[config.mk]
export PLATFORM = sky130hd
export DESIGN_NAME = telemetry_trim_registers
export DESIGN_NICKNAME = d
export VERILOG_FILES = /design/src/logic/telem_pkg.sv /design/src/logic/telemetry_trim_registers.sv
export SDC_FILE = /design/constraint.sdc
export NUM_CORES = 1
export LEC_CHECK = 0
export BUFFER_PORTS_ARGS = -buffer_cell sky130_fd_sc_hd__buf_2
export CAP_MARGIN = 20
export CORE_MARGIN = 2
export CORE_UTILIZATION = 50
export DETAILED_ROUTE_END_ITERATION = 16
export PLACE_DENSITY = 0.71
export SETUP_SLACK_MARGIN = 0.2
export SYNTH_ARGS = -nofsm -noshare
export SYNTH_HDL_FRONTEND = slang
export SYNTH_SLANG_ARGS = --single-unit
[constraint.sdc]
create_clock -name CLK -period 3.3 [get_ports CLK]
set_input_delay 0 -clock CLK [delete_from_list [all_inputs] [get_ports CLK]]
set_output_delay 0 -clock CLK [all_outputs]
set_load 0.005 [all_outputs]
[src/logic/telem_pkg.sv]
`default_nettype none
package telem_pkg;
	// Command codes
	localparam logic [7:0] CMD_PAGE = 8'h00;
	localparam logic [7:0] CMD_CLEAR_FAULTS = 8'h03;
	localparam logic [7:0] CMD_STORE_USER_ALL = 8'h15;
	localparam logic [7:0] CMD_STATUS_BYTE = 8'h78;
	localparam logic [7:0] CMD_STATUS_CML = 8'h7e;
	localparam logic [7:0] CMD_OUTPUT_CURRENT = 8'h8c;
	localparam logic [7:0] CMD_EXT_TEMPERATURE = 8'h8e;
	localparam logic [7:0] CMD_PROTOCOL_REVISION = 8'h98;
	localparam logic [7:0] CMD_USER_SCRATCH = 8'hd0;
	localparam logic [7:0] CMD_REF_TRIM = 8'hd4;
	// Linear format fields
	localparam logic [4:0] IOUT_EXPONENT = 5'h1c;
	localparam logic [4:0] TEMP_EXPONENT = 5'h00;
	localparam logic [15:0] IOUT_RESET = 16'he000;
	localparam logic [15:0] TEMP_RESET = 16'h0019;
	localparam logic [15:0] SCRATCH_RESET = 16'h0000;
	localparam logic [15:0] TRIM_RESET = 16'h0000;
	// Trim limits in 2 mV counts
	localparam int TRIM_STEP_MV = 2;
	localparam int TRIM_MIN_MV = -120;
	localparam int TRIM_MAX_MV = 60;
	localparam int NET_MIN_MV = -180;
	localparam int NET_MAX_MV = 60;
	localparam logic signed [16:0] TRIM_MIN = 17'(TRIM_MIN_MV / TRIM_STEP_MV);
	localparam logic signed [16:0] TRIM_MAX = 17'(TRIM_MAX_MV / TRIM_STEP_MV);
	localparam logic signed [16:0] NET_MIN = 17'(NET_MIN_MV / TRIM_STEP_MV);
	localparam logic signed [16:0] NET_MAX = 17'(NET_MAX_MV / TRIM_STEP_MV);
	// Status bit positions
	localparam int STATUS_BYTE_CML_BIT = 1;
	localparam int STATUS_CML_BAD_DATA_BIT = 6;
	localparam int STATUS_CML_BAD_CMD_BIT = 7;
	// Link framing
	localparam logic [3:0] BITS_PER_BYTE = 4'h8;
	localparam logic [15:0] UNMAPPED_READ = 16'hffff;
	typedef enum logic [2:0] {
		ST_IDLE = 3'b000,
		ST_RX = 3'b001,
		ST_RX_ACK = 3'b010,
		ST_TX = 3'b011,
		ST_TX_ACK = 3'b100
	} link_state_t;
endpackage
`default_nettype wire

[src/logic/telemetry_trim_registers.sv]
`timescale 1ns/1ps
`default_nettype none
// Contract
// - Paged output-current command returns selected channel's current as linear word.
// - Output-current exponent fixed at minus four, 62.5 mA per count.
// - Low ten mantissa bits carry the channel's current conversion.
// - Eleventh mantissa bit zero; negative current reads as zero.
// - Paged external-temperature command returns selected channel's temperature word.
// - Temperature exponent zero; low eleven mantissa bits carry conversion.
// - Temperature reads twenty-five before any conversion arrives.
// - Revision command returns one constant read-only byte.
// - Sixteen-bit scratch word, read/write, reset zero, no side effect.
// - Store-all command copies scratch word to non-volatile store.
// - Trim adds trim times 2 mV to reference; stored by store-all.
// - Trim outside -120..+60 mV clamps, raises alert, CML and bad-data bits.
// - Trim plus margin limited to -180..+60 mV, clamps and flags alike.
// - Reference change during soft-start ramps at programmed rise slope.
// - Reference change after soft-start ramps at slowest rise slope.
// - Bad-data flag is bit 6 of communication status.
module telemetry_trim_registers
	import telem_pkg::*;
#(
	parameter int CHANNELS = 2,
	parameter logic [6:0] BUS_ADDRESS = 7'h24,
	// Arbitrary value
	parameter logic [7:0] REVISION_CODE = 8'h5a
)
(
	// Clock and reset
	input wire logic CLK,
	input wire logic RESETN,
	// Bus pins
	input wire logic SCL_IN,
	input wire logic SDA_IN,
	output logic SDA_OUT,
	output logic SDA_OE,
	output logic ALERT_OUT,
	output logic ALERT_OE,
	// Conversion results
	input wire logic [CHANNELS-1:0] IOUT_VALID,
	input wire logic [CHANNELS-1:0][9:0] IOUT_CODE,
	input wire logic [CHANNELS-1:0] IOUT_NEGATIVE,
	input wire logic [CHANNELS-1:0] TEMP_VALID,
	input wire logic [CHANNELS-1:0][10:0] TEMP_CODE,
	// Reference control
	input wire logic [CHANNELS-1:0][15:0] MARGIN_STEP_SETTING,
	input wire logic [CHANNELS-1:0] SOFT_START_DONE,
	output logic [CHANNELS-1:0][15:0] REF_OFFSET,
	output logic [CHANNELS-1:0] RAMP_USE_TON_RISE,
	output logic [CHANNELS-1:0] RAMP_USE_SLOWEST,
	// Non-volatile store
	output logic STORE_PULSE,
	output logic [15:0] STORE_SCRATCH,
	output logic [CHANNELS-1:0][15:0] STORE_TRIM
);
	localparam int PW = (CHANNELS > 1) ? $clog2(CHANNELS) : 1;
	// ----------------------------------------
	// Pin synchronisers and edge detect
	// ----------------------------------------
	logic scl_s1_reg, scl_s2_reg, scl_d_reg, sda_s1_reg, sda_s2_reg, sda_d_reg;
	always_ff @(posedge CLK or negedge RESETN)
	begin
		if (!RESETN)
			{scl_s1_reg, scl_s2_reg, scl_d_reg, sda_s1_reg, sda_s2_reg, sda_d_reg} <= 6'h3f;
		else
			{scl_s1_reg, scl_s2_reg, scl_d_reg, sda_s1_reg, sda_s2_reg, sda_d_reg} <=
				{SCL_IN, scl_s1_reg, scl_s2_reg, SDA_IN, sda_s1_reg, sda_s2_reg};
	end
	wire scl_rise = scl_s2_reg & ~scl_d_reg;
	wire scl_fall = ~scl_s2_reg & scl_d_reg;
	wire start_ev = scl_s2_reg & scl_d_reg & sda_d_reg & ~sda_s2_reg;
	wire stop_ev = scl_s2_reg & scl_d_reg & ~sda_d_reg & sda_s2_reg;

	// ----------------------------------------
	// Link state
	// ----------------------------------------
	link_state_t state_reg;
	logic [7:0] shift_reg, tx_reg, cmd_reg;
	logic [3:0] bit_cnt_reg;
	logic [1:0] byte_idx_reg, data_cnt_reg;
	logic rd_idx_reg, read_reg, have_cmd_reg, nack_reg, oe_reg;
	logic [15:0] data_reg, scratch_reg;
	logic [PW-1:0] page_reg;
	logic [CHANNELS-1:0][15:0] iout_reg, temp_reg, trim_reg;
	logic cml_reg, bad_data_reg, bad_cmd_reg, store_reg;
	// Read mux: paged items follow the page, shared ones do not
	wire [15:0] rd_word =
		(cmd_reg == CMD_OUTPUT_CURRENT) ? iout_reg[page_reg] :
		(cmd_reg == CMD_EXT_TEMPERATURE) ? temp_reg[page_reg] :
		(cmd_reg == CMD_PROTOCOL_REVISION) ? {8'h00, REVISION_CODE} :
		(cmd_reg == CMD_USER_SCRATCH) ? scratch_reg :
		(cmd_reg == CMD_REF_TRIM) ? trim_reg[page_reg] :
		(cmd_reg == CMD_PAGE) ? 16'(page_reg) :
		(cmd_reg == CMD_STATUS_BYTE) ? 16'({cml_reg, 1'b0} << (STATUS_BYTE_CML_BIT - 1)) :
		(cmd_reg == CMD_STATUS_CML) ? {8'h00, bad_cmd_reg, bad_data_reg, 6'h00} :
		UNMAPPED_READ;
	wire [15:0] rd_next_byte = rd_idx_reg ? {8'h00, rd_word[15:8]} : {8'h00, rd_word[7:0]};
	wire [7:0] tx_first = rd_next_byte[7:0];
	wire addr_hit = (shift_reg[7:1] == BUS_ADDRESS);
	wire byte_done = scl_fall && (bit_cnt_reg == BITS_PER_BYTE);
	always_ff @(posedge CLK or negedge RESETN)
	begin
		if (!RESETN)
		begin
			state_reg <= ST_IDLE;
			shift_reg <= 8'h00;
			tx_reg <= 8'h00;
			cmd_reg <= 8'h00;
			bit_cnt_reg <= 4'h0;
			byte_idx_reg <= 2'h0;
			data_cnt_reg <= 2'h0;
			rd_idx_reg <= 1'b0;
			read_reg <= 1'b0;
			have_cmd_reg <= 1'b0;
			nack_reg <= 1'b0;
			oe_reg <= 1'b0;
			data_reg <= 16'h0000;
		end
		else if (start_ev)
		begin
			// Repeated start keeps the command for the read phase
			state_reg <= ST_RX;
			bit_cnt_reg <= 4'h0;
			byte_idx_reg <= 2'h0;
			oe_reg <= 1'b0;
		end
		else if (stop_ev)
		begin
			state_reg <= ST_IDLE;
			oe_reg <= 1'b0;
			have_cmd_reg <= 1'b0;
		end
		else
		begin
			case (state_reg)
				ST_RX:
				begin
					if (scl_rise)
					begin
						shift_reg <= {shift_reg[6:0], sda_s2_reg};
						bit_cnt_reg <= bit_cnt_reg + 4'h1;
					end
					else if (byte_done)
					begin
						if (byte_idx_reg == 2'h0)
						begin
							read_reg <= shift_reg[0];
							rd_idx_reg <= 1'b0;
							oe_reg <= addr_hit;
							state_reg <= addr_hit ? ST_RX_ACK : ST_IDLE;
						end
						else
						begin
							if (byte_idx_reg == 2'h1 && !have_cmd_reg)
							begin
								cmd_reg <= shift_reg;
								have_cmd_reg <= 1'b1;
								data_cnt_reg <= 2'h0;
							end
							else
							begin
								// Low byte first, then high byte
								data_reg <= (data_cnt_reg == 2'h0) ? {8'h00, shift_reg} : {shift_reg, data_reg[7:0]};
								data_cnt_reg <= (data_cnt_reg == 2'h3) ? 2'h3 : data_cnt_reg + 2'h1;
							end
							oe_reg <= 1'b1;
							state_reg <= ST_RX_ACK;
						end
						byte_idx_reg <= (byte_idx_reg == 2'h3) ? 2'h3 : byte_idx_reg + 2'h1;
					end
				end
				ST_RX_ACK:
				begin
					if (scl_fall)
					begin
						bit_cnt_reg <= 4'h0;
						if (read_reg)
						begin
							tx_reg <= tx_first;
							oe_reg <= ~tx_first[7];
							state_reg <= ST_TX;
						end
						else
						begin
							oe_reg <= 1'b0;
							state_reg <= ST_RX;
						end
					end
				end
				ST_TX:
				begin
					if (scl_fall)
					begin
						tx_reg <= {tx_reg[6:0], 1'b0};
						bit_cnt_reg <= bit_cnt_reg + 4'h1;
						if (bit_cnt_reg == BITS_PER_BYTE - 4'h1)
						begin
							oe_reg <= 1'b0;
							rd_idx_reg <= 1'b1;
							state_reg <= ST_TX_ACK;
						end
						else
							oe_reg <= ~tx_reg[6];
					end
				end
				ST_TX_ACK:
				begin
					if (scl_rise)
						nack_reg <= sda_s2_reg;
					else if (scl_fall)
					begin
						bit_cnt_reg <= 4'h0;
						if (nack_reg)
							state_reg <= ST_IDLE;
						else
						begin
							tx_reg <= tx_first;
							oe_reg <= ~tx_first[7];
							state_reg <= ST_TX;
						end
					end
				end
				default:
					oe_reg <= 1'b0;
			endcase
		end
	end
	// ----------------------------------------
	// Write commit at stop
	// ----------------------------------------
	// Commands act only once the whole packet is in, so a torn write changes nothing
	wire commit = stop_ev && have_cmd_reg && !read_reg;
	wire is_send = commit && (data_cnt_reg == 2'h0);
	wire is_byte = commit && (data_cnt_reg == 2'h1);
	wire is_word = commit && (data_cnt_reg == 2'h2);
	wire wr_page = is_byte && (cmd_reg == CMD_PAGE);
	wire page_ok = (32'(data_reg[7:0]) < CHANNELS);
	wire wr_scratch = is_word && (cmd_reg == CMD_USER_SCRATCH);
	wire wr_trim = is_word && (cmd_reg == CMD_REF_TRIM);
	wire do_store = is_send && (cmd_reg == CMD_STORE_USER_ALL);
	wire do_clear = is_send && (cmd_reg == CMD_CLEAR_FAULTS);
	wire known_cmd = (cmd_reg == CMD_PAGE) || (cmd_reg == CMD_USER_SCRATCH) || (cmd_reg == CMD_REF_TRIM) ||
		(cmd_reg == CMD_STORE_USER_ALL) || (cmd_reg == CMD_CLEAR_FAULTS);
	wire bad_cmd_ev = commit && !known_cmd;
	// Clamp of the written trim
	wire signed [16:0] trim_in = {data_reg[15], data_reg};
	wire trim_low = trim_in < TRIM_MIN;
	wire trim_high = trim_in > TRIM_MAX;
	wire [15:0] trim_clamped = trim_low ? TRIM_MIN[15:0] : trim_high ? TRIM_MAX[15:0] : data_reg;
	wire trim_bad = wr_trim && (trim_low || trim_high);
	// ----------------------------------------
	// Per-channel telemetry and reference
	// ----------------------------------------
	logic [CHANNELS-1:0] net_bad;
	genvar ch;
	generate
		for (ch = 0; ch < CHANNELS; ch++)
		begin : g_ch
			wire signed [16:0] net_sum = 17'(signed'(trim_reg[ch])) + 17'(signed'(MARGIN_STEP_SETTING[ch]));
			wire net_low = net_sum < NET_MIN;
			wire net_high = net_sum > NET_MAX;
			wire [15:0] net_word = net_low ? NET_MIN[15:0] : net_high ? NET_MAX[15:0] : net_sum[15:0];
			logic [15:0] ref_reg;
			assign net_bad[ch] = net_low | net_high;
			assign REF_OFFSET[ch] = ref_reg;
			assign RAMP_USE_TON_RISE[ch] = ~SOFT_START_DONE[ch];
			assign RAMP_USE_SLOWEST[ch] = SOFT_START_DONE[ch];
			always_ff @(posedge CLK or negedge RESETN)
			begin
				if (!RESETN)
				begin
					iout_reg[ch] <= IOUT_RESET;
					temp_reg[ch] <= TEMP_RESET;
					trim_reg[ch] <= TRIM_RESET;
					ref_reg <= TRIM_RESET;
				end
				else
				begin
					// Current gain and offset trimming lies upstream of the code
					if (IOUT_VALID[ch])
						iout_reg[ch] <= {IOUT_EXPONENT, 1'b0, IOUT_NEGATIVE[ch] ? 10'h000 : IOUT_CODE[ch]};
					if (TEMP_VALID[ch])
						temp_reg[ch] <= {TEMP_EXPONENT, TEMP_CODE[ch]};
					if (wr_trim && (32'(page_reg) == ch))
						trim_reg[ch] <= trim_clamped;
					ref_reg <= net_word;
				end
			end
		end
	endgenerate
	// ----------------------------------------
	// Shared registers and status
	// ----------------------------------------
	wire bad_data_ev = trim_bad || (|net_bad) || (wr_page && !page_ok);
	always_ff @(posedge CLK or negedge RESETN)
	begin
		if (!RESETN)
		begin
			page_reg <= '0;
			scratch_reg <= SCRATCH_RESET;
			cml_reg <= 1'b0;
			bad_data_reg <= 1'b0;
			bad_cmd_reg <= 1'b0;
			store_reg <= 1'b0;
			STORE_SCRATCH <= SCRATCH_RESET;
			STORE_TRIM <= '0;
		end
		else
		begin
			if (wr_page && page_ok)
				page_reg <= data_reg[PW-1:0];
			if (wr_scratch)
				scratch_reg <= data_reg;
			// Set wins over a clear in the same cycle
			cml_reg <= (bad_data_ev || bad_cmd_ev) ? 1'b1 : (do_clear ? 1'b0 : cml_reg);
			bad_data_reg <= bad_data_ev ? 1'b1 : (do_clear ? 1'b0 : bad_data_reg);
			bad_cmd_reg <= bad_cmd_ev ? 1'b1 : (do_clear ? 1'b0 : bad_cmd_reg);
			store_reg <= do_store;
			if (do_store)
			begin
				STORE_SCRATCH <= scratch_reg;
				STORE_TRIM <= trim_reg;
			end
		end
	end

	// Open-drain pins: only ever pull low
	assign SDA_OUT = 1'b0;
	assign SDA_OE = oe_reg;
	assign ALERT_OUT = 1'b0;
	assign ALERT_OE = cml_reg;
	assign STORE_PULSE = store_reg;
endmodule
`default_nettype wire

# --- Word level (Yosys, flattened, before mapping) ---
# Cells that the tools add are included.
op_classes:
  n_eq_ne: 46
  n_reduce_logical: 60
  muxes: 89
  n_bitwise: 23
  order_cmp: 8
  addsub: 5
ops:
  columns: ["cell", "count"]
  rows:
  - ["16-bit 2-to-1 mux", 19]
  - ["7-bit 2-to-1 mux", 6]
  - ["8-bit == test (second input constant)", 5]
  - ["16-bit by 16-bit adder with 17-bit output", 2]
  - ["17-bit by 6-bit greater-than comparator with 1-bit output (second input constant)", 2]
  - ["17-bit by 8-bit < comparator with 1-bit output (second input constant)", 2]
  - ["4-bit != test (second input constant)", 8]
  - ["10-bit 2-to-1 mux", 3]
  - ["1-bit 2-to-1 mux", 27]
  - ["3-bit 2-to-1 mux", 9]
  - ["2-bit 2-to-1 mux", 12]
  - ["4-bit 2-to-1 mux", 6]
  - ["2-bit != test (second input constant)", 12]
  - ["8-bit AND reduction", 3]
  - ["7-bit one-hot mux with 3 select lines", 1]
  - ["7-bit AND reduction", 3]
  - ["1-bit logical AND", 18]
  - ["6-bit AND reduction", 3]
  - ["2-bit nonzero test", 9]
  - ["8-bit by 7-bit == test with 1-bit output (second input constant)", 2]
  - ["16-bit by 6-bit greater-than comparator with 1-bit output (second input constant)", 1]
  - ["16-bit by 7-bit < comparator with 1-bit output (second input constant)", 1]
  - ["4-bit one-hot mux with 4 select lines", 1]
  - ["1-bit inverter", 14]
  - ["other kinds (34)", 62]
word_totals:
  register_bits: 236

# --- Depth between registers and ports, before layout ---
# Gate-level depths: netlist (run 1).
depth:
  depth_word: 17
  mapped_depth: 12

# --- Least setup slack after synthesis (run 1) ---
# OpenSTA, ideal clock, no wires.
synth_timing:
  kind: "reg2reg"
  start: "register trim_reg[0] (netlist bit)"
  end: "register cml_reg, in the netlist ALERT_OE"
  path_stages_with_launch: 13
  required_ps: 3159
  arrival_ps: 2665
  slack_ps: 495
  synth_period_minus_slack_ps: 2805
  cell_sequence: "dfrtp_1 -> ha_1 -> inv_1 -> fa_1 -> nor2b_1 -> o2111ai_1 -> a31oi_1 -> xnor2_1 -> nand4_1 -> nor4_1 -> or3b_1 -> mux2i_2 -> nand4_1"
synth_between:
  elab_chain_len: 8
synth_lines:
  columns: ["element", "line", "source"]
  rows:
  - ["from (decl)", "telemetry_trim_registers.sv:84", "logic [CHANNELS-1:0][15:0] iout_reg, temp_reg, trim_reg;"]
  - ["from (signal, indexed assignment)", "telemetry_trim_registers.sv:285", "trim_reg[ch] <= trim_clamped;"]
  - ["16-bit by 16-bit adder with 17-bit output *", "telemetry_trim_registers.sv:259", "wire signed [16:0] net_sum = 17'(signed'(trim_reg[ch])) + 17'(signed'(MARGIN_STEP_SETTING[ch]));"]
  - ["17-bit by 8-bit < comparator with 1-bit output or 17-bit by 6-bit greater-than comparator with 1-bit output (tied branches)", "telemetry_trim_registers.sv:260, telemetry_trim_registers.sv:261", null]
  - ["1-bit bitwise OR *", "telemetry_trim_registers.sv:264", "assign net_bad[ch] = net_low | net_high;"]
  - ["2-bit OR reduction *", "telemetry_trim_registers.sv:294", "wire bad_data_ev = trim_bad || (|net_bad) || (wr_page && !page_ok);"]
  - ["1-bit logical OR * (2 in series)", "telemetry_trim_registers.sv:294", null]
  - ["1-bit logical OR *", "telemetry_trim_registers.sv:315", "cml_reg <= (bad_data_ev || bad_cmd_ev) ? 1'b1 : (do_clear ? 1'b0 : cml_reg);"]
  - ["1-bit 2-to-1 mux or 2-bit nonzero test (tied branches)", null, null]
  - ["to (signal assigned)", "telemetry_trim_registers.sv:315", null]
  - ["to (decl)", "telemetry_trim_registers.sv:85", "logic cml_reg, bad_data_reg, bad_cmd_reg, store_reg;"]
# Every way passes the cells marked *; elsewhere a longest branch is shown, timed or not.
# A chain may end at the register's enable or synchronous reset.

# --- Final worst setup path (run 1) ---
layout_timing:
  start: "register trim_reg[24] (netlist bit)"
  end: "register g_ch[1].ref_reg[6]"
layout_between:
  elab_chain_len: 4
layout_lines:
  columns: ["element", "line", "source"]
  rows:
  - ["16-bit by 16-bit adder with 17-bit output *", "telemetry_trim_registers.sv:259", null]
  - ["17-bit by 6-bit greater-than comparator with 1-bit output", "telemetry_trim_registers.sv:261", "wire net_high = net_sum > NET_MAX;"]
  - ["16-bit 2-to-1 mux", "telemetry_trim_registers.sv:262", "wire [15:0] net_word = net_low ? NET_MIN[15:0] : net_high ? NET_MAX[15:0] : net_sum[15:0];"]
  - ["16-bit 2-to-1 mux *", "telemetry_trim_registers.sv:262", null]
  - ["net g_ch[1].net_word[6]", "telemetry_trim_registers.sv:262", null]
  - ["to (signal assigned)", "telemetry_trim_registers.sv:286", "ref_reg <= net_word;"]
  - ["to (decl)", "telemetry_trim_registers.sv:263", "logic [15:0] ref_reg;"]
# Mark *: on every way through the listed nets, which the timed path passes. The rest lies on a longest branch.

==> impl_summary.txt, run 1 <==
----------------------------------------------------
[STA]
  Top achievable clock speed ... 332.8 MHz
  Crit share post-route ... 91.07%
  Final-report max-slew violation count ... 0
  Worst clock skew ... 0.01555 ns
  Count of endpoints failing hold in the final timing report ... 0
  Clock period minus worst slack ... 3.005 ns
  Total negative slack for setup checks ... 0 ns
  Worst Max-Slew Pin Slew ... 0.8983 ns
  Setup repair after global routing missed its margin ... yes
  Max transition margin ... 40.12%
  Final setup violation count ... 0

[Floorplanning]
  Row cnt ... 57
  Die H ... 161.6 um
  Area of the core region ... 24320 sq um
  Initial cell density of the core ... 51.06%
  Total die area ... 26110 sq um
  Boundary pin count ... 175
  DIE WIDTH ... 161.6 um

[Detailed routing]
  Average detailed-routed wire length per instance ... 18.93 um
  Remaining antenna violation count ... 0
  Vias per inst ... 5.813
  Number of iterations in the first detailed-routing pass ... 5
  Final routed wirelength across all metal layers ... 34.48 mm
  Count of unresolved DRC violations after routing ... 0
  Via total after detailed routing ... 10590
  Iteration-0 DRC count of the detailed router ... 1022

[Synthesis]
  Count of cell types in the netlist ... 100
  Leading cell type by number of instances after synthesis ... sky130_fd_sc_hd__dfrtp_1
  Post-synthesis sequential area ratio ... 47.68%
  Total standard cell area after synthesis ... 12420 sq um
  Dominant cell type by area after synthesis ... sky130_fd_sc_hd__dfrtp_1
  Fraction of post-synthesis cell area in the top cell type by area ... 45.14%
  Commonest cells in the netlist ... 224 x sky130_fd_sc_hd__dfrtp_1, 117 x sky130_fd_sc_hd__nand2_1, 101 x sky130_fd_sc_hd__mux2_2
  Most used flip-flop cell after synthesis ... sky130_fd_sc_hd__dfrtp_1
  Total of warnings raised by yosys ... 0
  Post-synthesis instance total ... 1188
  Post-synthesis average cell area ... 10.45 sq um
  Number of register bits inferred by synthesis ... 236
  Area contributors post-synth ... sky130_fd_sc_hd__dfrtp_1 45%, sky130_fd_sc_hd__mux2_2 9.2%, sky130_fd_sc_hd__nand2_1 3.5%
  Post-synth EDFFs ... 0
  Post-synthesis async set-or-reset flop share ... 100.0%

[Final layout]
  Total Nets Final ... 1597
  Area Growth Syn to Fin ... 27.26%
  Cell Count, Final, Fillers Out ... 1821
  End-of-flow core utilization ... 64.97%
  Fraction of final layout cells sized beyond drive strength 1 ... 27.49%

[Critical path]
  Dominant delay contributor by cell family on the critical path ... compound AO/OA/AOI/OAI gates
  Startpoint types ... register
  Critical Path Slowest Stage Cell ... sky130_fd_sc_hd__dfrtp_1
  CP required ... 3.72 ns
  Startpoint of the worst setup timing path ... trim_reg[24]
  Flop2flop setup slack ... 0.29 ns
  CP max FO ... 11
  Ordered list of cells on the worst path ... ha_1 > and3_1 > a21boi_1 > a41oi_2 > a21oi_2 > a2111oi_4 > a21o_1 > nand3b_1 > nand2_1 > and2_1
  Number of cells on the critical path ... 10
  Start of the worst register-to-register path ... trim_reg[24]
  Crit path buf inv count ... 0
  Capturing element type of the critical path ... register
  Startpoint-to-endpoint class of the critical path ... register to register
  CP peak stage delay ... 0.47 ns
  Capturing instance or port of the critical path ... g_ch[1].ref_reg[6]
  R2r endpoint ... g_ch[1].ref_reg[6]
  R2r worst-path depth ... 10
  Arrival time at the worst endpoint ... 3.42 ns

[Power and ir drop]
  Clock power share ... 43.7%
  Power Internal ... 5122 uW
  NetSw ... 1590 uW
  Power density over the cells ... 424.8 nW/um^2
  Peak supply drop ... 0.0003873 V
  Net switching share of the total power ... 23.68%
  Comb power frac ... 10.3%
  Leakage power of the design ... 0.007521 uW
  Total power draw ... 6712 uW
  Register share of total power ... 46.0%

[Outcome]
  Outcome ... finished, final reports clean

[Clock network]
  Clock-pin slew of the registers on the worst-case setup and hold paths ... 0.06 ns
  Clock latency of the later-clocked register in the worst-skew pair ... 0.54 ns
  Inserted Clock Buffers ... 26
  Bufs on Longest Clock Path ... 3
  CTS sink cnt ... 236
  Clock root buffer ... sky130_fd_sc_hd__clkbuf_16
  Number of levels the H-tree was split into ... 1
  Clock tree from TritonCTS ... built

[Global routing]
  Via count of the first global-routing pass ... 10280
  Overall track demand over capacity in global routing ... 26.10%
  Number of antenna violations at the first check in global routing ... 2
  Global route total overflow ... 0
  First-pass GRT wire length ... 54.46 mm
  Largest net degree at the start of global routing ... 116

[Flow run]
  Max-cap violation count ... 0

[Placement]
  I/O Buffers ... 172
  Global placement routability congestion ... 0.8881
  Placed wire-length estimate after detailed placement ... 23.27 mm
  Placed cell count ... 1654

[Hold path]
  Path type of the worst min-delay path ... input pin to register

----------------------------------------------------
## what timing repair did
| item | CTS | global route |
|---|---|---|
| hold buffers | 113 | 0 |
| setup endpoints to repair | 6 | 18 |
| endpoints found under the hold margin | 157 | 0 |
| setup buffers | 0 | 4 |
| gates resized for setup | 2 | 23 |
| pin swaps | 1 | 4 |
## worst register-to-register path, stage by stage (launching register included)
cell and delay [ns]:
sky130_fd_sc_hd__dfrtp_1 0.47, sky130_fd_sc_hd__ha_1 0.44, sky130_fd_sc_hd__and3_1 0.27, sky130_fd_sc_hd__a21boi_1 0.17, sky130_fd_sc_hd__a41oi_2 0.27, sky130_fd_sc_hd__a21oi_2 0.13, sky130_fd_sc_hd__a2111oi_4 0.44, sky130_fd_sc_hd__a21o_1 0.20
sky130_fd_sc_hd__nand3b_1 0.15, sky130_fd_sc_hd__nand2_1 0.15, sky130_fd_sc_hd__and2_1 0.20
## layout by cell type (no fill, tap or decap), types with 28 or more instances in the layout
master	netlist	final
sky130_fd_sc_hd__dfrtp_1	224	223
sky130_fd_sc_hd__inv_1	47	47
sky130_fd_sc_hd__buf_2	7	171
sky130_fd_sc_hd__o21ai_0	86	85
sky130_fd_sc_hd__a21oi_1	59	57
sky130_fd_sc_hd__mux2_2	101	101
sky130_fd_sc_hd__a21o_1	38	38
sky130_fd_sc_hd__nor2_1	53	53
sky130_fd_sc_hd__nand3b_1	28	28
sky130_fd_sc_hd__ha_1	34	31
sky130_fd_sc_hd__nand2_1	117	117
sky130_fd_sc_hd__dlygate4sd3_1	0	113
sky130_fd_sc_hd__buf_4	6	28
## through the flow
stage | hold WS (ns) | area [sq um] | setup WS [ns]
5_1_grt | 0.1207 | 15800 | 0.1245
4_1_cts | 0.06026 | 15670 | 0.2043
3_5_place_dp | 0.1063 | 13640 | 0.1659
6_report | 0.09120 | 15800 | 0.2948
2_1_floorplan | -0.2956 | 12420 | 0.4949
3_3_place_gp | 0.1042 | 13640 | 0.2611
## cells by family after synthesis
group,synth area share [%]
AO/OA/AOI/OAI,16.11
XOR/XNOR,1.260
adder cells (fa/ha/maj),3.749
buffers and inverters,3.859
flip-flops,47.68
multiplexers,12.34
other,0.03020
AND/OR/NAND/NOR,14.96
## power groups by stage
stage	Sequential [uW]	Clock (uW)	Combinational, uW
after floorplan	3110	0	332
after global placement	3130	0	514
after detailed placement	3140	0	529
after CTS	3080	2980	666
after global routing	3100	3110	761
final	3090	2940	689
## worst min-delay path by stage
stage	end	startpoint	cells past startpoint	slack, ns
2_1_floorplan	ALERT_OE	RESETN	0	-0.30
3_3_place_gp	sda_s1_reg	SDA_IN	1	0.10
3_5_place_dp	scl_s1_reg	SCL_IN	1	0.11
4_1_cts	g_ch[1].ref_reg[11]	MARGIN_STEP_SETTING[30]	4	0.06
5_1_grt	scl_s1_reg	SCL_IN	2	0.12
6_report	g_ch[1].ref_reg[3]	MARGIN_STEP_SETTING[19]	4	0.09
## layer usage
metal / up-vias / routed length (um) / global-route usage (%)
li1: 4915 / - / -
met1: 5164 / 14260 / 34.05
met2: 410 / 16610 / 44.31
met3: 97 / 2174 / 4.058
met4: 0 / 1441 / 9.334
met5: - / 0 / 0
## final cells by class
type                       instances  area [sq um]
fill                            1915          8518
multi-input combinational        847          6131
sequential                       236          5922
timing repair buffer             316          2272
clock buffer                      41         818.3
tap                              324         405.4
inverter                          48         180.2
clock inverter                     7         67.56
antenna                            2         5.005
No activity file was read; power rests on OpenSTA's default activity.
==> inputs of run 2 (changes only) <==
Settings changed: SETUP_SLACK_MARGIN 0.2 to 0.15.
Clock period 3.3 ns to 3.9 ns, I/O delays scaled along.
==> run 2 against run 1 <==
  * Clock-buffer cell count unchanged
  * Clock power decreased by 16%
  * Maximum frequency down 5.1%
  * Sequential share of layout area grew 0.71 points
  * Highest routed layer unchanged
  * Critical endpoint is now ALERT_OE
  * Critical path depth up 2
  * Clock skew down 0.0039 ns
  * Wire length is 0.31% higher
  * Final cell count is 1.2% lower
  * Final area fell by 1.9%
==> impl_summary.txt, run 2 (synthesis gave the netlist of run 1 again) <==
----------------------------------------------------
[Floorplanning]
  Row cnt ... 57 (unchanged)
  Initial cell density of the core ... 51.06% (unchanged)
  Total die area ... 26110 sq um (unchanged)
  DIE WIDTH ... 161.6 um (unchanged)
  Boundary pin count ... 175 (unchanged)
  Area of the core region ... 24320 sq um (unchanged)
  Die H ... 161.6 um (unchanged)

[Final layout]
  Footprint of the multi-input gates ... 6026 sq um (-1.7%)
  Cell Count, Final, Fillers Out ... 1799 (-1.2%)
  Leading cell type in the layout, fill and taps excluded ... sky130_fd_sc_hd__dfrtp_1
  Fill cells ... 1930 (+0.78%)
  Total Nets Final ... 1578 (-1.2%)
  Footprint of the flip-flops and latches ... 5922 sq um (unchanged)
  Area Growth Syn to Fin ... 24.89%
  Fraction of final layout cells sized beyond drive strength 1 ... 25.03% (-2.5 points)
  Top library cells by usage in the layout, fill and taps aside ... 223 x sky130_fd_sc_hd__dfrtp_1, 171 x sky130_fd_sc_hd__buf_2, 117 x sky130_fd_sc_hd__nand2_1

[Global routing]
  Via count of the first global-routing pass ... 10320 (+0.37%)
  Global route total overflow ... 0 (unchanged)
  Overall track demand over capacity in global routing ... 26.41% (+0.31 points)
  Largest net degree at the start of global routing ... 112 (-3.4%)
  First-pass GRT wire length ... 55.19 mm (+1.3%)
  Number of antenna violations at the first check in global routing ... 1 (-1)

[Power and ir drop]
  Comb power frac ... 10.0% (-0.3 points)
  Peak supply drop ... 0.0002869 V (-26%)
  Power density over the cells ... 364.8 nW/um^2 (-14%)
  NetSw ... 1324 uW (-17%)
  Register share of total power ... 46.2% (+0.2 points)
  Power Internal ... 4332 uW (-15%)
  Clock power share ... 43.8% (about the same)
  Leakage power of the design ... 0.007390 uW (-1.7%)
  Net switching share of the total power ... 23.41% (-0.27 points)

[STA]
  Clock period minus worst slack ... 3.165 ns (+0.1599 ns)
  Max transition margin ... 33.61% (-6.5 points)
  Final-report max-slew violation count ... 0 (unchanged)
  Count of endpoints failing hold in the final timing report ... 0 (unchanged)
  Worst clock skew ... 0.01165 ns (-0.003895 ns)
  Total negative slack for setup checks ... 0 ns (unchanged)
  Setup repair after global routing missed its margin ... no
  Final setup violation count ... 0 (unchanged)
  Top achievable clock speed ... 315.9 MHz (-5.1%)
  Worst Max-Slew Pin Slew ... 0.9958 ns (+0.09754 ns)
  Crit share post-route ... 81.16% (-9.9 points)

[Critical path]
  CP max FO ... 6 (-5)
  Startpoint types ... register
  Startpoint-to-endpoint class of the critical path ... register to register
  Capturing element type of the critical path ... register
  Arrival time at the worst endpoint ... 3.55 ns (+0.13 ns)
  CP required ... 4.28 ns (+0.56 ns)

[Detailed routing]
  Iteration-0 DRC count of the detailed router ... 832 (-19%)
  Vias per inst ... 5.903 (+1.5%)
  Final routed wirelength across all metal layers ... 34.58 mm (+0.31%)
  Met1 layer wirelength in the final routing ... 14.58 mm (+2.2%)
  Average detailed-routed wire length per instance ... 19.22 um (+1.5%)
  Number of iterations in the first detailed-routing pass ... 5 (unchanged)
  Detailed route wirelength on metal3 ... 2.247 mm (+3.4%)
  Top Layer Used ... met4
  Routed wire length on met2 ... 16.34 mm (-1.6%)
  Via total after detailed routing ... 10620 (+0.32%)
  Count of unresolved DRC violations after routing ... 0 (unchanged)
  Remaining antenna violation count ... 0 (unchanged)

[Clock network]
  Bufs on Longest Clock Path ... 3 (unchanged)
  Number of levels the H-tree was split into ... 1 (unchanged)
  Clock tree from TritonCTS ... built
  Inserted Clock Buffers ... 26 (unchanged)
  Clock root buffer ... sky130_fd_sc_hd__clkbuf_16
  Post-CTS setup buffers ... 0 (unchanged)
  Clock-pin slew of the registers on the worst-case setup and hold paths ... 0.06 ns (about the same)
  Clock latency of the later-clocked register in the worst-skew pair ... 0.53 ns (about the same)
  CTS sink cnt ... 236 (unchanged)

[Flow run]
  Max-cap violation count ... 0 (unchanged)

[Hold path]
  Path type of the worst min-delay path ... input pin to register

[Placement]
  Placed wire-length estimate after detailed placement ... 22.59 mm (-2.9%)
  Placed cell count ... 1639 (-0.91%)
  Global placement routability congestion ... 0.9074 (+2.2%)
  I/O Buffers ... 172 (unchanged)

[Outcome]
  Outcome ... finished, final reports clean

----------------------------------------------------
run 2: power by group through the flow:
stage	logic [uW]	clock network, uW	registers (uW)
finish	563	2480	2620
global route	627	2620	2630
CTS	549	2510	2610
detailed placement	440	0	2660
global placement	431	0	2650
floorplan	281	0	2630
run 2: through the flow:
step | worst slack, ns | instance area [sq um] | total power (uW) | hold WS, ns | utilization (%)
after floorplan | 1.095 | 12420 | 2910 | -0.2956 | -
after global placement | 0.8780 | 13510 | 3082 | 0.1028 | 55.54
after detailed placement | 0.7457 | 13510 | 3096 | 0.1072 | 55.54
after CTS | 0.7497 | 15500 | 5669 | 0.05430 | 63.75
after global routing | 0.4396 | 15510 | 5870 | 0.1158 | 63.77
final | 0.7349 | 15510 | 5657 | 0.07139 | 63.77
run 2: area by class of cell:
class                           count  area share, %
Clock inverter                      5         0.5083
Clock buffer                       41          5.083
Inverter                           48          1.162
Antenna cell                        1        0.01614
Multi-Input combinational cell    847          38.86
Tap cell                          324          2.614
Timing Repair Buffer              297          13.57
Sequential cell                   236          38.19
run 2: final timing paths:
path,depth (start not counted),startpoint,endpoint,slack [ns]
worst max-delay path,12,trim_reg[0],ALERT_OE,0.73
worst min register to register,0,scl_s1_reg,scl_s2_reg,0.35
min in group asynchronous,2,RESETN,g_ch[0].ref_reg[15],0.12
worst min-delay path,4,MARGIN_STEP_SETTING[30],g_ch[1].ref_reg[13],0.07
worst max register to register,12,trim_reg[0],ALERT_OE,0.73
max in group asynchronous,3,RESETN,temp_reg[16],2.69
run 2: what timing repair did:
action	CTS	global route
hold buffers	113	0
gates resized for setup	0	0
endpoints found under the hold margin	155	0
run 2: metal layers:
| metal | global-route usage [%] | vias up |
|---|---|---|
| met5 | 0 | - |
| met4 | 10.06 | 0 |
| met3 | 3.236 | 110 |
| met2 | 43.57 | 475 |
| met1 | 35.86 | 5175 |
| li1 | - | 4860 |
run 2: critical path: stages (launching register included):
cell and delay [ns]:
sky130_fd_sc_hd__dfrtp_1 0.39, sky130_fd_sc_hd__ha_1 0.21, sky130_fd_sc_hd__inv_1 0.06, sky130_fd_sc_hd__fa_1 0.39
sky130_fd_sc_hd__nor2b_1 0.23, sky130_fd_sc_hd__o2111ai_1 0.18, sky130_fd_sc_hd__a31oi_1 0.24, sky130_fd_sc_hd__xnor2_1 0.17
sky130_fd_sc_hd__nand4_1 0.11, sky130_fd_sc_hd__nor4_1 0.21, sky130_fd_sc_hd__or3b_1 0.40, sky130_fd_sc_hd__mux2i_2 0.28
sky130_fd_sc_hd__nand4_1 0.16
==> inputs of run 3 (changes only) <==
Settings changed: PLACE_DENSITY 0.71 to 0.74.
Clock period 3.9 ns to 2.8 ns, I/O delays scaled along.
==> run 3 against run 2 <==
  * The run now ends with negative setup slack left
  * Critical endpoint is now bad_data_reg
  * Largest power group unchanged
  * Clock power up 31%
  * Hold slack worse by 0.018 ns
  * Utilization up 4.6 points
  * Power up 37%
  * Highest routed layer unchanged
  * Via count up 4.0%
  * Register-to-register slack worse by 0.81 ns
  * Setup slack worse by 0.81 ns
  * Non-clock buffer count up 99
  * Final area up 7.2%
  * Maximum frequency up 10%
  * Sequential share of layout area down 2.5 points
==> impl_summary.txt, run 3 (synthesis gave the netlist of run 1 again) <==
----------------------------------------------------
[STA]
  Max transition margin ... 47.64% (+14 points)
  Setup repair after global routing missed its margin ... yes
  Crit path setup slack, layout ... -0.07627 ns (-0.8112 ns)
  Final-report max-slew violation count ... 0 (unchanged)
  Top achievable clock speed ... 347.7 MHz (+10%)
  Final setup violation count ... 8 (+8)
  Crit share post-route ... 102.7% (+22 points)
  Clock period minus worst slack ... 2.876 ns (-0.2888 ns)
  Count of endpoints failing hold in the final timing report ... 0 (unchanged)
  Worst Max-Slew Pin Slew ... 0.7782 ns (-0.2176 ns)
  Worst clock skew ... 0.01415 ns (+0.002493 ns)

[Power and ir drop]
  Comb power frac ... 11.1% (+1.1 points)
  Leakage power of the design ... 0.007913 uW (+7.1%)
  Clock power share ... 42.0% (-1.8 points)
  Power Internal ... 5893 uW (+36%)
  NetSw ... 1873 uW (+41%)
  Power density over the cells ... 467.3 nW/um^2 (+28%)
  Peak supply drop ... 0.0005757 V (+100%)
  Net switching share of the total power ... 24.12% (+0.71 points)
  Register share of total power ... 46.9% (+0.7 points)

[Outcome]
  Failing checks ... negative setup slack
  Outcome ... finished with violations

[Global routing]
  Largest net degree at the start of global routing ... 93 (-17%)
  Overall track demand over capacity in global routing ... 27.64% (+1.2 points)
  Number of antenna violations at the first check in global routing ... 0 (-1)
  Via count of the first global-routing pass ... 10760 (+4.2%)
  Global route total overflow ... 0 (unchanged)
  First-pass GRT wire length ... 57.15 mm (+3.6%)

[Clock network]
  Clock-pin slew of the registers on the worst-case setup and hold paths ... 0.06 ns (about the same)
  Number of levels the H-tree was split into ... 1 (unchanged)
  Clock root buffer ... sky130_fd_sc_hd__clkbuf_16
  Clock tree from TritonCTS ... built
  Clock latency of the later-clocked register in the worst-skew pair ... 0.53 ns (about the same)
  Inserted Clock Buffers ... 25 (-3.8%)
  Bufs on Longest Clock Path ... 3 (unchanged)
  CTS sink cnt ... 236 (unchanged)

[Critical path]
  Capturing element type of the critical path ... register
  R2r worst-path depth ... 12 (unchanged)
  Ordered list of cells on the worst path ... ha_2 > inv_2 > fa_2 > nor2b_4 > o2111ai_2 > a31oi_1 > xnor2_1 > nand4_1 > nor4_1 > or3b_4 > mux2i_4 > nand4_1
  CP required ... 3.19 ns (-1.09 ns)
  Arrival time at the worst endpoint ... 3.27 ns (-0.28 ns)
  Startpoint types ... register
  Critical Path Slowest Stage Cell ... sky130_fd_sc_hd__or3b_4
  CP peak stage delay ... 0.43 ns (+0.03 ns)
  CP max FO ... 6 (unchanged)
  Startpoint-to-endpoint class of the critical path ... register to register
  Cell seen most often among critical-path stages ... sky130_fd_sc_hd__nand4_1

[Placement]
  Dpl cell area ... 14200 sq um (+5.2%)
  Placed cell count ... 1725 (+5.2%)
  I/O Buffers ... 172 (unchanged)
  Placed wire-length estimate after detailed placement ... 23.95 mm (+6.0%)
  Global placement routability congestion ... 0.9237 (+1.8%)

[Final layout]
  Area Growth Syn to Fin ... 33.83%
  Total Nets Final ... 1676 (+6.2%)
  Diodes inserted ... 0 (-1)
  Top library cells by usage in the layout, fill and taps aside ... 222 x sky130_fd_sc_hd__dfrtp_1, 171 x sky130_fd_sc_hd__buf_2, 114 x sky130_fd_sc_hd__nand2_1
  Leading cell type in the layout, fill and taps excluded ... sky130_fd_sc_hd__dfrtp_1
  Post-route design area ... 16620 sq um (+7.2%)
  Cell Count, Final, Fillers Out ... 1897 (+5.4%)
  Fraction of final layout cells sized beyond drive strength 1 ... 33.44% (+8.4 points)

[Detailed routing]
  Average detailed-routed wire length per instance ... 19.32 um (+0.50%)
  Iteration-0 DRC count of the detailed router ... 954 (+15%)
  Remaining antenna violation count ... 0 (unchanged)
  Vias per inst ... 5.822 (-1.4%)
  Count of unresolved DRC violations after routing ... 0 (unchanged)
  Via total after detailed routing ... 11040 (+4.0%)
  Number of iterations in the first detailed-routing pass ... 6 (+1)
  Final routed wirelength across all metal layers ... 36.65 mm (+6.0%)

[Floorplanning]
  Initial cell density of the core ... 51.06% (unchanged)
  DIE WIDTH ... 161.6 um (unchanged)
  Area of the core region ... 24320 sq um (unchanged)
  Row cnt ... 57 (unchanged)
  Boundary pin count ... 175 (unchanged)
  Die H ... 161.6 um (unchanged)
  Total die area ... 26110 sq um (unchanged)

[Hold path]
  Path type of the worst min-delay path ... input pin to async pin

[Flow run]
  Max-cap violation count ... 0 (unchanged)

----------------------------------------------------
==> run 3: changes by cell type in the layout (fill, tap and decap cells not counted), moves of 5 or more <==
| cell | before | now |
|---|---|---|
| sky130_fd_sc_hd__nor3_2 | 1 | 6 |
| sky130_fd_sc_hd__buf_4 | 11 | 107 |
| sky130_fd_sc_hd__a21oi_2 | 1 | 8 |
| sky130_fd_sc_hd__ha_4 | 0 | 8 |
| sky130_fd_sc_hd__ha_1 | 34 | 23 |
| sky130_fd_sc_hd__nor3_1 | 25 | 20 |
| sky130_fd_sc_hd__a21oi_1 | 59 | 52 |
==> run 3: cell type report <==
cell class / instances / area [sq um]
fill: 1756 / 7702
clock inverter: 3 / 43.79
multi-input combinational: 847 / 6424
timing repair buffer: 396 / 2888
clock buffer: 43 / 753.2
tap: 324 / 405.4
inverter: 48 / 180.2
sequential: 236 / 5923
==> run 3: per-layer routing <==
layer | GRT usage [%] | vias up | wire [um]
met5 | 0 | - | 0
met4 | 12.42 | 0 | 1806
met3 | 5.470 | 118 | 2689
met2 | 45.12 | 533 | 17450
met1 | 35.80 | 5311 | 14710
li1 | - | 5082 | -
==> run 3: worst paths after layout <==
| check | start | end | slack (ns) |
|---|---|---|---|
| max reg2reg | trim_reg[0] | bad_data_reg | -0.08 |
| max in group asynchronous | RESETN | STORE_SCRATCH[3] | 1.76 |
| min reg2reg | sda_s1_reg | sda_s2_reg | 0.35 |
| min | RESETN | g_ch[0].ref_reg[8] | 0.05 |
| min in group CLK | MARGIN_STEP_SETTING[17] | g_ch[1].ref_reg[1] | 0.07 |
| max | trim_reg[0] | bad_data_reg | -0.08 |
==> run 3: power by group through the flow <==
stage | logic (uW) | registers (uW) | clock network [uW]
detailed placement | 653 | 3690 | 0
floorplan | 393 | 3660 | 0
global route | 954 | 3650 | 3470
global placement | 640 | 3690 | 0
CTS | 817 | 3630 | 3290
finish | 865 | 3640 | 3260
==> run 3: through the flow <==
stage,utilization [%],TNS [ns],worst slack [ns],total power (uW),hold WS [ns]
6_report,68.33,-0.3767,-0.07627,7766,0.05368
5_1_grt,68.33,-1.849,-0.2358,8078,0.06202
4_1_cts,67.01,-0.07001,-0.02836,7741,0.005251
3_5_place_dp,58.41,-0.9059,-0.1813,4347,0.05121
3_3_place_gp,58.41,-0.4598,-0.1044,4329,0.04881
2_1_floorplan,-,0,0.1031,4054,-0.2956
==> run 3: worst max-delay path: cells and delay by family (launching register included) <==
family | cells | cell delay (ns)
buffers and inverters | 1 | 0.05
and+or+nand+nor | 5 | 1.04
adders and majority gates | 2 | 0.56
AOI/OAI and AO/OA | 2 | 0.36
xor gates and xnor gates | 1 | 0.19
muxes | 1 | 0.21
DFF | 1 | 0.34
==> run 3: repair_timing <==
item,4_1_cts,5_1_grt
setup endpoints to repair,16,110
endpoints found under the hold margin,181,0
gates resized for setup,27,52
pin swaps,19,38
buffers inserted,5,10
hold buffers,111,0
